**config.mk**
```make
export PLATFORM = sky130hd
export DESIGN_NAME = aea_top
export DESIGN_NICKNAME = d
export VERILOG_FILES = /design/src/shared/aea_pkg.sv /design/src/rtl/aea_top.sv /design/src/rtl/aea_apparent.sv /design/src/rtl/aea_divider.sv
export SDC_FILE = /design/constraint.sdc
export NUM_CORES = 2
export LEC_CHECK = 0
export ABC_AREA = 1
export ABC_CLOCK_PERIOD_IN_PS = 14970
export BUFFER_PORTS_ARGS = -buffer_cell sky130_fd_sc_hd__buf_2
export CAP_MARGIN = 0
export CORE_MARGIN = 3
export CORE_UTILIZATION = 45
export CTS_CLUSTER_DIAMETER = 50
export DETAILED_ROUTE_END_ITERATION = 16
export SETUP_SLACK_MARGIN = 0.05
export SYNTH_ARGS = -nofsm -noshare
export SYNTH_HDL_FRONTEND = slang
export SYNTH_HIERARCHICAL = 1
export SYNTH_SLANG_ARGS = --single-unit
```
**constraint.sdc**
```tcl
create_clock -name core_clk -period 14.97 [get_ports core_clk]
set_input_delay 0.7485 -clock core_clk [delete_from_list [all_inputs] [get_ports core_clk]]
set_output_delay 0.7485 -clock core_clk [all_outputs]
set_load 0.005 [all_outputs]
```
**src/shared/aea_pkg.sv**
```systemverilog
// shared constants, register map and carrier types of the apparent energy accumulator
package aea_pkg;
  localparam int AE_W = 49;
  localparam int OUT_W = 24;
  localparam int GAIN_W = 12;
  localparam int GAIN_SHIFT = 12;
  localparam int DIV_W = 8;
  localparam int LINE_W = 16;
  localparam int MODE_W = 16;
  localparam int ADDR_W = 6;
  localparam int STAT_W = 5;
  localparam int SAMPLE_PERIOD = 4;
  localparam int NOLOAD_MILLIPCT = 1;
  localparam int MILLIPCT_FULL = 100000;
  localparam int MODE_POS_ONLY_BIT = 15;

  localparam logic [ADDR_W-1:0] ADDR_APPARENT_GAIN = 6'h10;
  localparam logic [ADDR_W-1:0] ADDR_AE_ACC = 6'h11;
  localparam logic [ADDR_W-1:0] ADDR_AE_READ_CLEAR = 6'h12;
  localparam logic [ADDR_W-1:0] ADDR_AE_DIVIDER = 6'h13;
  localparam logic [ADDR_W-1:0] ADDR_LINE_APPARENT = 6'h14;
  localparam logic [ADDR_W-1:0] ADDR_LINE_ACTIVE = 6'h15;
  localparam logic [ADDR_W-1:0] ADDR_MODE = 6'h16;
  localparam logic [ADDR_W-1:0] ADDR_IRQ_ENABLE = 6'h17;
  localparam logic [ADDR_W-1:0] ADDR_IRQ_STATUS = 6'h18;
  localparam logic [ADDR_W-1:0] ADDR_IRQ_STATUS_CLEAR = 6'h19;
  localparam logic [ADDR_W-1:0] ADDR_HALF_CYCLE_COUNT = 6'h1c;

  localparam int ST_POWER_WENT_POSITIVE = 0;
  localparam int ST_POWER_WENT_NEGATIVE = 1;
  localparam int ST_CYCLE_DONE = 2;
  localparam int ST_AE_HALF_FULL = 3;
  localparam int ST_AE_OVERFLOW = 4;

  localparam logic [MODE_W-1:0] MODE_RESET = 16'h0000;
  localparam logic [GAIN_W-1:0] GAIN_RESET = 12'h000;
  localparam logic [DIV_W-1:0] DIVIDER_RESET = 8'h00;
  localparam logic [LINE_W-1:0] HALF_CYCLE_RESET = 16'hffff;
  localparam logic [STAT_W-1:0] STAT_RESET = 5'h00;

  typedef struct packed {
    logic wr;
    logic rd;
    logic [ADDR_W-1:0] addr;
    logic [OUT_W-1:0] wdata;
  } aea_reg_req_s;
endpackage : aea_pkg

```
**src/rtl/aea_top.sv**
```systemverilog
// apparent and active energy accumulation with line cycle windows and status flags
// Behaviour
// RULE_01: positive-only mode adds only positive active power, all negative samples dropped.
// RULE_02: pulse output follows the same positive-only gated active accumulation.
// RULE_03: mode bit 15 enables positive-only mode; clear after reset.
// RULE_04: power direction changes set went-positive or went-negative flags, drive interrupt.
// RULE_05: active samples below the no-load threshold are not accumulated.
// RULE_06: apparent power is current rms times voltage rms.
// RULE_07: apparent power scaled by one plus signed gain over 4096.
// RULE_08: apparent power path has no offset stage of its own.
// RULE_09: apparent power continuously added into a 49-bit accumulator.
// RULE_10: accumulator additions are signed.
// RULE_11: one apparent sample added every four clock cycles.
// RULE_12: accumulator divided by 8-bit divider; zero divides by one.
// RULE_13: upper 24 divided bits form the unsigned apparent energy register.
// RULE_14: read-clear register returns accumulated energy and clears on each read.
// RULE_15: interrupt when energy register passes half full or overflows.
// RULE_16: line apparent accumulation always runs over counted half line cycles.
// RULE_17: half cycle count comes from unsigned 16-bit register.
// RULE_18: line apparent and line active energy share one window.
// RULE_19: window end sets cycle_done and drives interrupt when enabled.
// RULE_20: line apparent energy uses the main apparent sample path.
// RULE_21: cycle_done sits at status bit 2.
// RULE_22: half cycle count register lives at address 0x1C.
// RULE_23: interrupt held low while any enabled status flag remains set.
// RULE_24: accumulator wraps modulo its width and overflow is reported.
module aea_top #(
  parameter int RMS_W = 24,
  parameter int ACT_W = 24,
  parameter int ACT_FULL_SCALE = 8388607,
  parameter int DFC_BIT = 24
) (
  input wire logic core_clk,
  input wire logic rstn,
  input wire aea_pkg::aea_reg_req_s reg_req,
  output logic [aea_pkg::OUT_W-1:0] reg_rdata,
  output logic reg_rvalid,
  input wire logic [RMS_W-1:0] irms,
  input wire logic [RMS_W-1:0] vrms,
  input wire logic [ACT_W-1:0] active_power,
  input wire logic zero_cross,
  output logic pulse_freq_out,
  output logic irq_o,
  output logic irq_oe
);
  localparam int AE_W = aea_pkg::AE_W;
  localparam int OUT_W = aea_pkg::OUT_W;
  localparam int AP_W = RMS_W + 2;
  localparam int SPW = $clog2(aea_pkg::SAMPLE_PERIOD);
  localparam logic [ACT_W-1:0] NOLOAD_THR = ACT_W'(
    (longint'(ACT_FULL_SCALE) * aea_pkg::NOLOAD_MILLIPCT) / aea_pkg::MILLIPCT_FULL);

  if (AP_W >= AE_W || ACT_W >= AE_W || DFC_BIT >= AE_W || ACT_W < 2) begin : g_chk
    $error("aea_top: widths do not fit the accumulator");
  end

  // the pacing counter wraps on its own, so only a power-of-two period fits
  if (aea_pkg::SAMPLE_PERIOD < 2 || (1 << SPW) != aea_pkg::SAMPLE_PERIOD) begin : g_period_chk
    $error("aea_top: sample period must be a power of two");
  end

  // a non-positive full scale would give a meaningless creep threshold
  if (ACT_FULL_SCALE < 1) begin : g_scale_chk
    $error("aea_top: full scale must be positive");
  end

  // register file
  logic [aea_pkg::MODE_W-1:0] mode;
  logic [aea_pkg::GAIN_W-1:0] apparent_gain;
  logic [aea_pkg::DIV_W-1:0] apparent_energy_divider;
  logic [aea_pkg::LINE_W-1:0] half_cycle_count;
  logic [aea_pkg::STAT_W-1:0] irq_enable;
  logic [aea_pkg::STAT_W-1:0] irq_status;
  logic [OUT_W-1:0] apparent_energy_acc;
  logic [OUT_W-1:0] read_clear_base;
  logic [OUT_W-1:0] line_apparent_energy;
  logic [OUT_W-1:0] line_active_energy;

  // datapath state
  logic [SPW-1:0] phase;
  logic tick;
  logic signed [AP_W-1:0] ap_sample;
  logic [AE_W-1:0] ap_ext;
  logic [AE_W-1:0] ap_acc;
  logic [AE_W:0] ap_sum;
  logic [AE_W-1:0] quotient;
  logic div_done;
  logic [AE_W-1:0] act_ext;
  logic [AE_W-1:0] act_add;
  logic [AE_W-1:0] act_acc;
  logic [AE_W-1:0] next_act_acc;
  logic [ACT_W-1:0] act_mag;
  logic act_pos;
  logic act_loaded;
  logic act_keep;
  logic last_pos;
  logic dir_seen;
  logic [AE_W-1:0] line_ap_sum;
  logic [AE_W-1:0] line_act_sum;
  logic [aea_pkg::LINE_W-1:0] zc_cnt;
  logic [aea_pkg::LINE_W-1:0] zc_target;
  logic window_end;
  logic [OUT_W-1:0] next_vae;

  // events and register strobes
  logic [aea_pkg::STAT_W-1:0] set_vec;
  logic [aea_pkg::STAT_W-1:0] clr_vec;
  logic [aea_pkg::STAT_W-1:0] next_status;
  logic wr_hit;
  logic rd_hit;
  logic rd_read_clear;
  logic rd_status_clear;

  assign wr_hit = reg_req.wr;
  assign rd_hit = reg_req.rd;
  assign rd_read_clear = rd_hit && (reg_req.addr == aea_pkg::ADDR_AE_READ_CLEAR);
  assign rd_status_clear = rd_hit && (reg_req.addr == aea_pkg::ADDR_IRQ_STATUS_CLEAR);

  // sample pacing: one accumulation step per four clocks
  always_ff @(posedge core_clk) begin
    if (!rstn) begin
      phase <= '0;
    end else begin
      phase <= phase + 1'b1; // see RULE_11
    end
  end
  assign tick = (phase == SPW'(aea_pkg::SAMPLE_PERIOD - 1));

  aea_apparent #(
    .RMS_W(RMS_W)
  ) u_apparent (
    .core_clk(core_clk),
    .rstn(rstn),
    .irms(irms),
    .vrms(vrms),
    .gain(apparent_gain),
    .ap_sample(ap_sample)
  );

  // apparent energy accumulator, signed add that wraps
  always_comb begin
    ap_ext = {{(AE_W - AP_W){ap_sample[AP_W-1]}}, ap_sample}; // see RULE_10
    ap_sum = {1'b0, ap_acc} + {1'b0, ap_ext};
  end

  always_ff @(posedge core_clk) begin
    if (!rstn) begin
      ap_acc <= '0;
    end else if (tick) begin
      ap_acc <= ap_sum[AE_W-1:0]; // see RULE_09 see RULE_24
    end
  end

  // the quotient lags the accumulator by one divider pass (about fifty clocks)
  aea_divider #(
    .N(AE_W),
    .D(aea_pkg::DIV_W)
  ) u_divider (
    .core_clk(core_clk),
    .rstn(rstn),
    .dividend(ap_acc),
    .divisor(apparent_energy_divider),
    .quotient(quotient),
    .done(div_done)
  );

  assign next_vae = quotient[AE_W-1 -: OUT_W]; // see RULE_13

  always_ff @(posedge core_clk) begin
    if (!rstn) begin
      apparent_energy_acc <= '0;
    end else if (div_done) begin
      apparent_energy_acc <= next_vae;
    end
  end

  // read-clear view is the distance from a base taken at each read
  always_ff @(posedge core_clk) begin
    if (!rstn) begin
      read_clear_base <= '0;
    end else if (rd_read_clear) begin
      read_clear_base <= apparent_energy_acc; // see RULE_14
    end
  end

  // active path: creep threshold and positive-only gating
  always_comb begin
    act_ext = {{(AE_W - ACT_W){active_power[ACT_W-1]}}, active_power};
    act_pos = !active_power[ACT_W-1];
    act_mag = act_pos ? active_power : ACT_W'(-active_power);
    act_loaded = (act_mag > NOLOAD_THR); // see RULE_05
    act_keep = act_loaded && (act_pos || !mode[aea_pkg::MODE_POS_ONLY_BIT]); // see RULE_01
    act_add = act_keep ? act_ext : '0;
    next_act_acc = act_acc + act_add;
  end

  always_ff @(posedge core_clk) begin
    if (!rstn) begin
      act_acc <= '0;
    end else if (tick) begin
      act_acc <= next_act_acc;
    end
  end

  // one pulse per step of the pulse bit of the gated active accumulator
  always_ff @(posedge core_clk) begin
    if (!rstn) begin
      pulse_freq_out <= 1'b0;
    end else begin
      pulse_freq_out <= tick && (next_act_acc[DFC_BIT] != act_acc[DFC_BIT]); // see RULE_02
    end
  end

  // direction tracking ignores samples inside the creep band so noise cannot flap it
  always_ff @(posedge core_clk) begin
    if (!rstn) begin
      last_pos <= 1'b1;
      dir_seen <= 1'b0;
    end else if (tick && act_loaded) begin
      last_pos <= act_pos;
      dir_seen <= 1'b1;
    end
  end

  // line window: counts zero crossings, zero count acts as one half cycle
  assign zc_target = (half_cycle_count == '0) ? aea_pkg::LINE_W'(1) : half_cycle_count;
  assign window_end = zero_cross && (zc_cnt + 1'b1 >= zc_target); // see RULE_17

  always_ff @(posedge core_clk) begin
    if (!rstn) begin
      zc_cnt <= '0;
    end else if (window_end) begin
      zc_cnt <= '0; // see RULE_16
    end else if (zero_cross) begin
      zc_cnt <= zc_cnt + 1'b1;
    end
  end

  // both line sums restart on the same edge so their windows match
  always_ff @(posedge core_clk) begin
    if (!rstn) begin
      line_ap_sum <= '0;
      line_act_sum <= '0;
      line_apparent_energy <= '0;
      line_active_energy <= '0;
    end else if (window_end) begin
      line_apparent_energy <= line_ap_sum[AE_W-1 -: OUT_W]; // see RULE_20
      line_active_energy <= line_act_sum[AE_W-1 -: OUT_W]; // see RULE_18
      line_ap_sum <= tick ? ap_ext : '0;
      line_act_sum <= tick ? act_add : '0;
    end else if (tick) begin
      line_ap_sum <= line_ap_sum + ap_ext; // see RULE_20
      line_act_sum <= line_act_sum + act_add;
    end
  end

  // status events
  always_comb begin
    set_vec = '0;
    set_vec[aea_pkg::ST_POWER_WENT_POSITIVE] = tick && act_loaded && dir_seen
      && act_pos && !last_pos; // see RULE_04
    set_vec[aea_pkg::ST_POWER_WENT_NEGATIVE] = tick && act_loaded && dir_seen
      && !act_pos && last_pos; // see RULE_04
    set_vec[aea_pkg::ST_CYCLE_DONE] = window_end; // see RULE_19 see RULE_21
    set_vec[aea_pkg::ST_AE_HALF_FULL] = div_done && !apparent_energy_acc[OUT_W-1]
      && next_vae[OUT_W-1]; // see RULE_15
    set_vec[aea_pkg::ST_AE_OVERFLOW] = tick && !ap_sample[AP_W-1]
      && ap_sum[AE_W]; // see RULE_15 see RULE_24
    clr_vec = rd_status_clear ? irq_status : '0;
    // a flag raised in the clearing cycle survives
    next_status = (irq_status & ~clr_vec) | set_vec;
  end

  always_ff @(posedge core_clk) begin
    if (!rstn) begin
      irq_status <= aea_pkg::STAT_RESET;
    end else begin
      irq_status <= next_status;
    end
  end

  // open-drain interrupt: pin is only ever pulled low
  always_ff @(posedge core_clk) begin
    if (!rstn) begin
      irq_o <= 1'b0;
      irq_oe <= 1'b0;
    end else begin
      irq_o <= 1'b0;
      irq_oe <= |(irq_status & irq_enable); // see RULE_23
    end
  end

  // register writes
  always_ff @(posedge core_clk) begin
    if (!rstn) begin
      mode <= aea_pkg::MODE_RESET; // see RULE_03
      apparent_gain <= aea_pkg::GAIN_RESET;
      apparent_energy_divider <= aea_pkg::DIVIDER_RESET;
      half_cycle_count <= aea_pkg::HALF_CYCLE_RESET;
      irq_enable <= aea_pkg::STAT_RESET;
    end else if (wr_hit) begin
      case (reg_req.addr)
        aea_pkg::ADDR_MODE: mode <= reg_req.wdata[aea_pkg::MODE_W-1:0]; // see RULE_03
        aea_pkg::ADDR_APPARENT_GAIN: apparent_gain <= reg_req.wdata[aea_pkg::GAIN_W-1:0];
        aea_pkg::ADDR_AE_DIVIDER: begin
          apparent_energy_divider <= reg_req.wdata[aea_pkg::DIV_W-1:0];
        end
        aea_pkg::ADDR_HALF_CYCLE_COUNT: begin
          half_cycle_count <= reg_req.wdata[aea_pkg::LINE_W-1:0]; // see RULE_22
        end
        aea_pkg::ADDR_IRQ_ENABLE: irq_enable <= reg_req.wdata[aea_pkg::STAT_W-1:0];
        default: irq_enable <= irq_enable;
      endcase
    end
  end

  // register reads, answered one clock after the strobe
  always_ff @(posedge core_clk) begin
    if (!rstn) begin
      reg_rdata <= '0;
      reg_rvalid <= 1'b0;
    end else begin
      reg_rvalid <= rd_hit;
      if (rd_hit) begin
        case (reg_req.addr)
          aea_pkg::ADDR_MODE: reg_rdata <= OUT_W'(mode);
          aea_pkg::ADDR_APPARENT_GAIN: reg_rdata <= OUT_W'(apparent_gain);
          aea_pkg::ADDR_AE_DIVIDER: reg_rdata <= OUT_W'(apparent_energy_divider);
          aea_pkg::ADDR_HALF_CYCLE_COUNT: reg_rdata <= OUT_W'(half_cycle_count);
          aea_pkg::ADDR_IRQ_ENABLE: reg_rdata <= OUT_W'(irq_enable);
          aea_pkg::ADDR_IRQ_STATUS: reg_rdata <= OUT_W'(irq_status);
          aea_pkg::ADDR_IRQ_STATUS_CLEAR: reg_rdata <= OUT_W'(irq_status);
          aea_pkg::ADDR_AE_ACC: reg_rdata <= apparent_energy_acc; // see RULE_13
          aea_pkg::ADDR_AE_READ_CLEAR: begin
            reg_rdata <= apparent_energy_acc - read_clear_base; // see RULE_14
          end
          aea_pkg::ADDR_LINE_APPARENT: reg_rdata <= line_apparent_energy;
          aea_pkg::ADDR_LINE_ACTIVE: reg_rdata <= line_active_energy;
          default: reg_rdata <= '0;
        endcase
      end
    end
  end
endmodule : aea_top

```
**src/rtl/aea_apparent.sv**
```systemverilog
// apparent power: rms product scaled by the signed gain word
module aea_apparent #(
  parameter int RMS_W = 24
) (
  input wire logic core_clk,
  input wire logic rstn,
  input wire logic [RMS_W-1:0] irms,
  input wire logic [RMS_W-1:0] vrms,
  input wire logic [aea_pkg::GAIN_W-1:0] gain,
  output logic signed [RMS_W+1:0] ap_sample
);
  localparam int PW = 2 * RMS_W;
  localparam int SW = RMS_W + 2 + aea_pkg::GAIN_W;

  if (RMS_W < 8 || RMS_W > 32) begin : g_chk
    $error("aea_apparent: RMS_W out of range");
  end

  logic [PW-1:0] product;
  logic signed [RMS_W+1:0] base;
  logic signed [SW-1:0] trim;
  logic signed [RMS_W+1:0] next_ap;

  // no offset stage here: offsets are trimmed in the rms blocks upstream
  always_comb begin
    product = irms * vrms; // see RULE_06
    base = signed'({2'b00, product[PW-1 -: RMS_W]});
    trim = (SW'(base) * SW'(signed'(gain))) >>> aea_pkg::GAIN_SHIFT; // see RULE_07
    next_ap = base + trim[RMS_W+1:0]; // see RULE_08
  end

  always_ff @(posedge core_clk) begin
    if (!rstn) begin
      ap_sample <= '0;
    end else begin
      ap_sample <= next_ap;
    end
  end
endmodule : aea_apparent

```
**src/rtl/aea_divider.sv**
```systemverilog
// serial restoring divider, recomputes the quotient continuously
module aea_divider #(
  parameter int N = 49,
  parameter int D = 8
) (
  input wire logic core_clk,
  input wire logic rstn,
  input wire logic [N-1:0] dividend,
  input wire logic [D-1:0] divisor,
  output logic [N-1:0] quotient,
  output logic done
);
  typedef enum logic [1:0] {
    ST_IDLE = 2'b01,
    ST_RUN = 2'b10
  } aea_div_state_e;

  if (N < 2 || D < 1) begin : g_chk
    $error("aea_divider: bad widths");
  end

  aea_div_state_e state;
  logic [N-1:0] num;
  logic [N-1:0] quo;
  logic [D-1:0] den;
  logic [D:0] rem;
  logic [$clog2(N+1)-1:0] cnt;
  logic [D+1:0] trial;

  always_comb begin
    trial = {rem, num[N-1]} - {2'b00, den};
  end

  always_ff @(posedge core_clk) begin
    if (!rstn) begin
      state <= ST_IDLE;
      num <= '0;
      quo <= '0;
      den <= '0;
      rem <= '0;
      cnt <= '0;
      quotient <= '0;
      done <= 1'b0;
    end else begin
      done <= 1'b0;
      case (state)
        ST_IDLE: begin
          num <= dividend;
          den <= (divisor == '0) ? D'(1) : divisor; // see RULE_12
          rem <= '0;
          cnt <= '0;
          state <= ST_RUN;
        end
        ST_RUN: begin
          num <= {num[N-2:0], 1'b0};
          if (!trial[D+1]) begin
            rem <= trial[D:0];
            quo <= {quo[N-2:0], 1'b1};
          end else begin
            rem <= {rem[D-1:0], num[N-1]};
            quo <= {quo[N-2:0], 1'b0};
          end
          if (cnt == ($clog2(N+1))'(N - 1)) begin
            quotient <= {quo[N-2:0], ~trial[D+1]};
            done <= 1'b1;
            state <= ST_IDLE;
          end else begin
            cnt <= cnt + 1'b1;
          end
        end
        default: state <= ST_IDLE;
      endcase
    end
  end
endmodule : aea_divider

```
==> reports/metrics.csv <==
stage;metric;value;unit
run_status;outcome;finished, final reports clean;
timing;slew margin rel.;23.8;%
logic_synthesis;post-synthesis area per instance;6.93;um2
cts;CTS tree;built;
setup_path;CP Launch Type;input port;
cts;Root Driver;clkbuf_16;
floorplan;Core ar.;144000;um2
global_routing;number of global-route vias before repair;59800;
cts;later-pin clock latency in the skew report;0.68;ns
detailed_routing;drt via density;5.26;
cts;Clock Path Buffers;3;
detailed_routing;DRT Pass-1 Iters;5;
timing;actual slew at the worst max-slew pin;1.14;ns
cts;Clock transition at path regs;0.06;ns
timing;setup TNS;0;ns
detailed_routing;WL final;203000;um
logic_synthesis;Synth Instances;9488;
cts;post-CTS setup buffers;0;
timing;max-slew violation count;0;
flow_run;Max Cap Viol;0;
cts;cts repair resizes;0;
timing;post-route clock period utilization;88.5;%
floorplan;# rows;139;
timing;fin crit period;13.24;ns
placed_design;I/O Buffers;125;
placed_design;dpl ws;1.13;ns
timing;Max Clock Skew;0.0493;ns
cts;clock sink total;549;
layout;FILL cells;14800;
cts;H-tree levels;3;
setup_path;Slowest-stage cell, CP;fa_1;
timing;worst setup margin;1.73;ns
floorplan;Initial Util;45.5;%
floorplan;height of the die;388;um
timing;Final setup viols;0;
setup_path;arrival time worst endpoint;13.78;ns
setup_path;critical path's largest stage delay;0.59;ns
setup_path;WS Path Type;in2reg;
detailed_routing;DRC violation count after routing;0;
placed_design;GP Congestion;0.943;
detailed_routing;initial DRC count;4549;
layout;nets;10800;
floorplan;Die X;388;um
timing;RSZ-0062 raised after global routing;no;
logic_synthesis;Net Count, Synth;10800;
global_routing;Tot GR Track Use;26.9;%
layout;P&R area growth vs syn;7.24;%
logic_synthesis;Yosys warnings;6;
cts;CTS Buf Count;78;
setup_path;buffer and inverter count on the worst path;11;
floorplan;die area;151000;um2
setup_path;critical path data required time;15.50;ns
layout;layout cell share with drive strength beyond 1;4.85;%
global_routing;antenna violations before repair;3;
setup_path;Setup crit end kind;flip-flop;
detailed_routing;Avg WL per Cell;17.8;um
global_routing;largest net degree at the start of global routing;118;
setup_path;most frequent CP cell;nand2_1;
timing;fmax;75.5;MHz
layout;FF+latch area;11000;um2
placed_design;post-DP HPWL;160000;um
timing;Final Hold Viols;0;
global_routing;first-pass GRT wire length;327000;um
setup_path;CP Max Fanout;24;
setup_path;Top delay family on crit path;adder cells;
worst_hold_path;worst min path class;in2reg;
cts;Hold Buf Count CTS;0;
logic_synthesis;Syn Std Cell Area;65700;um2
global_routing;total grt overflow;0;
detailed_routing;antenna viol nets, final;0;
floorplan;Boundary Pins;135;
layout;multi-input logic area;46100;um2
detailed_routing;vias;60000;
area by class of cell:
| cell class | count | share of cell area (%) |
|---|---|---|
| diodes | 3 | 0.0107 |
| clock buffers | 97 | 3.06 |
| clock inverters | 46 | 0.801 |
| inverters | 1959 | 10.4 |
| multi-input cells | 6670 | 65.4 |
| flip-flops and latches | 549 | 15.6 |
| well taps | 1903 | 3.38 |
| repair buffers | 164 | 1.32 |
per-layer routing:
| metal | up-vias | routed length (um) | track usage, % |
|---|---|---|---|
| met5 | - | 27 | 0 |
| met2 | 1554 | 95000 | 45.7 |
| li1 | 29300 | - | - |
| met1 | 28800 | 90700 | 36.1 |
| met3 | 311 | 10300 | 2.53 |
| met4 | 4 | 6450 | 8.23 |
metrics by stage:
stage	cells	instance area (um2)	hold WS, ns	utilization, %
after floorplan	9488	65700	0.399	-
after global placement	11200	67700	0.431	46.9
after detailed placement	11200	67700	0.434	46.9
after CTS	11400	70500	0.247	48.8
after global routing	11400	70500	0.293	48.8
final	11400	70500	0.309	48.8
registers in the layout, indices dropped and copies added (netlist names), 26 cells and up:
signal,flops
u_apparent/ap_sample,26
u_divider/num,49
line_ap_sum,49
ap_acc,49
line_act_sum,49
u_divider/quo,48
tightest hold or removal path: cells and delay by family:
kind,cells,cell delay [ns]
compound gates,1,0.06
simple gates,1,0.05
buf+inv,1,0.09
path summary, 6_finish.rpt:
kind / end / slack [ns] / depth (start not counted) / startpoint
setup / recovery: u_apparent/ap_sample[18] / 1.73 / 51 / irms[14]
hold / removal: half_cycle_count[14] / 0.31 / 3 / reg_req[14]
setup reg to reg: u_apparent/ap_sample[18] / 6.87 / 24 / apparent_gain[6]
hold reg to reg: u_divider/quo[12] / 0.44 / 2 / u_divider/quo[12]
cell usage in the layout, fill, tap and decap left out, types with 78 or more instances in the layout:
cell type / n
o21ai_0: 494
nand2_1: 2222
buf_2: 124
clkbuf_16: 78
a31oi_1: 85
inv_1: 1931
fa_1: 707
dfxtp_1: 548
nor2_1: 931
a21oi_1: 601
xor2_1: 102
nand3_1: 357
ha_1: 512
Power is left out: the tool's default activity adds up to more than one toggle a clock period on the data nets, which glitch-free logic cannot reach.
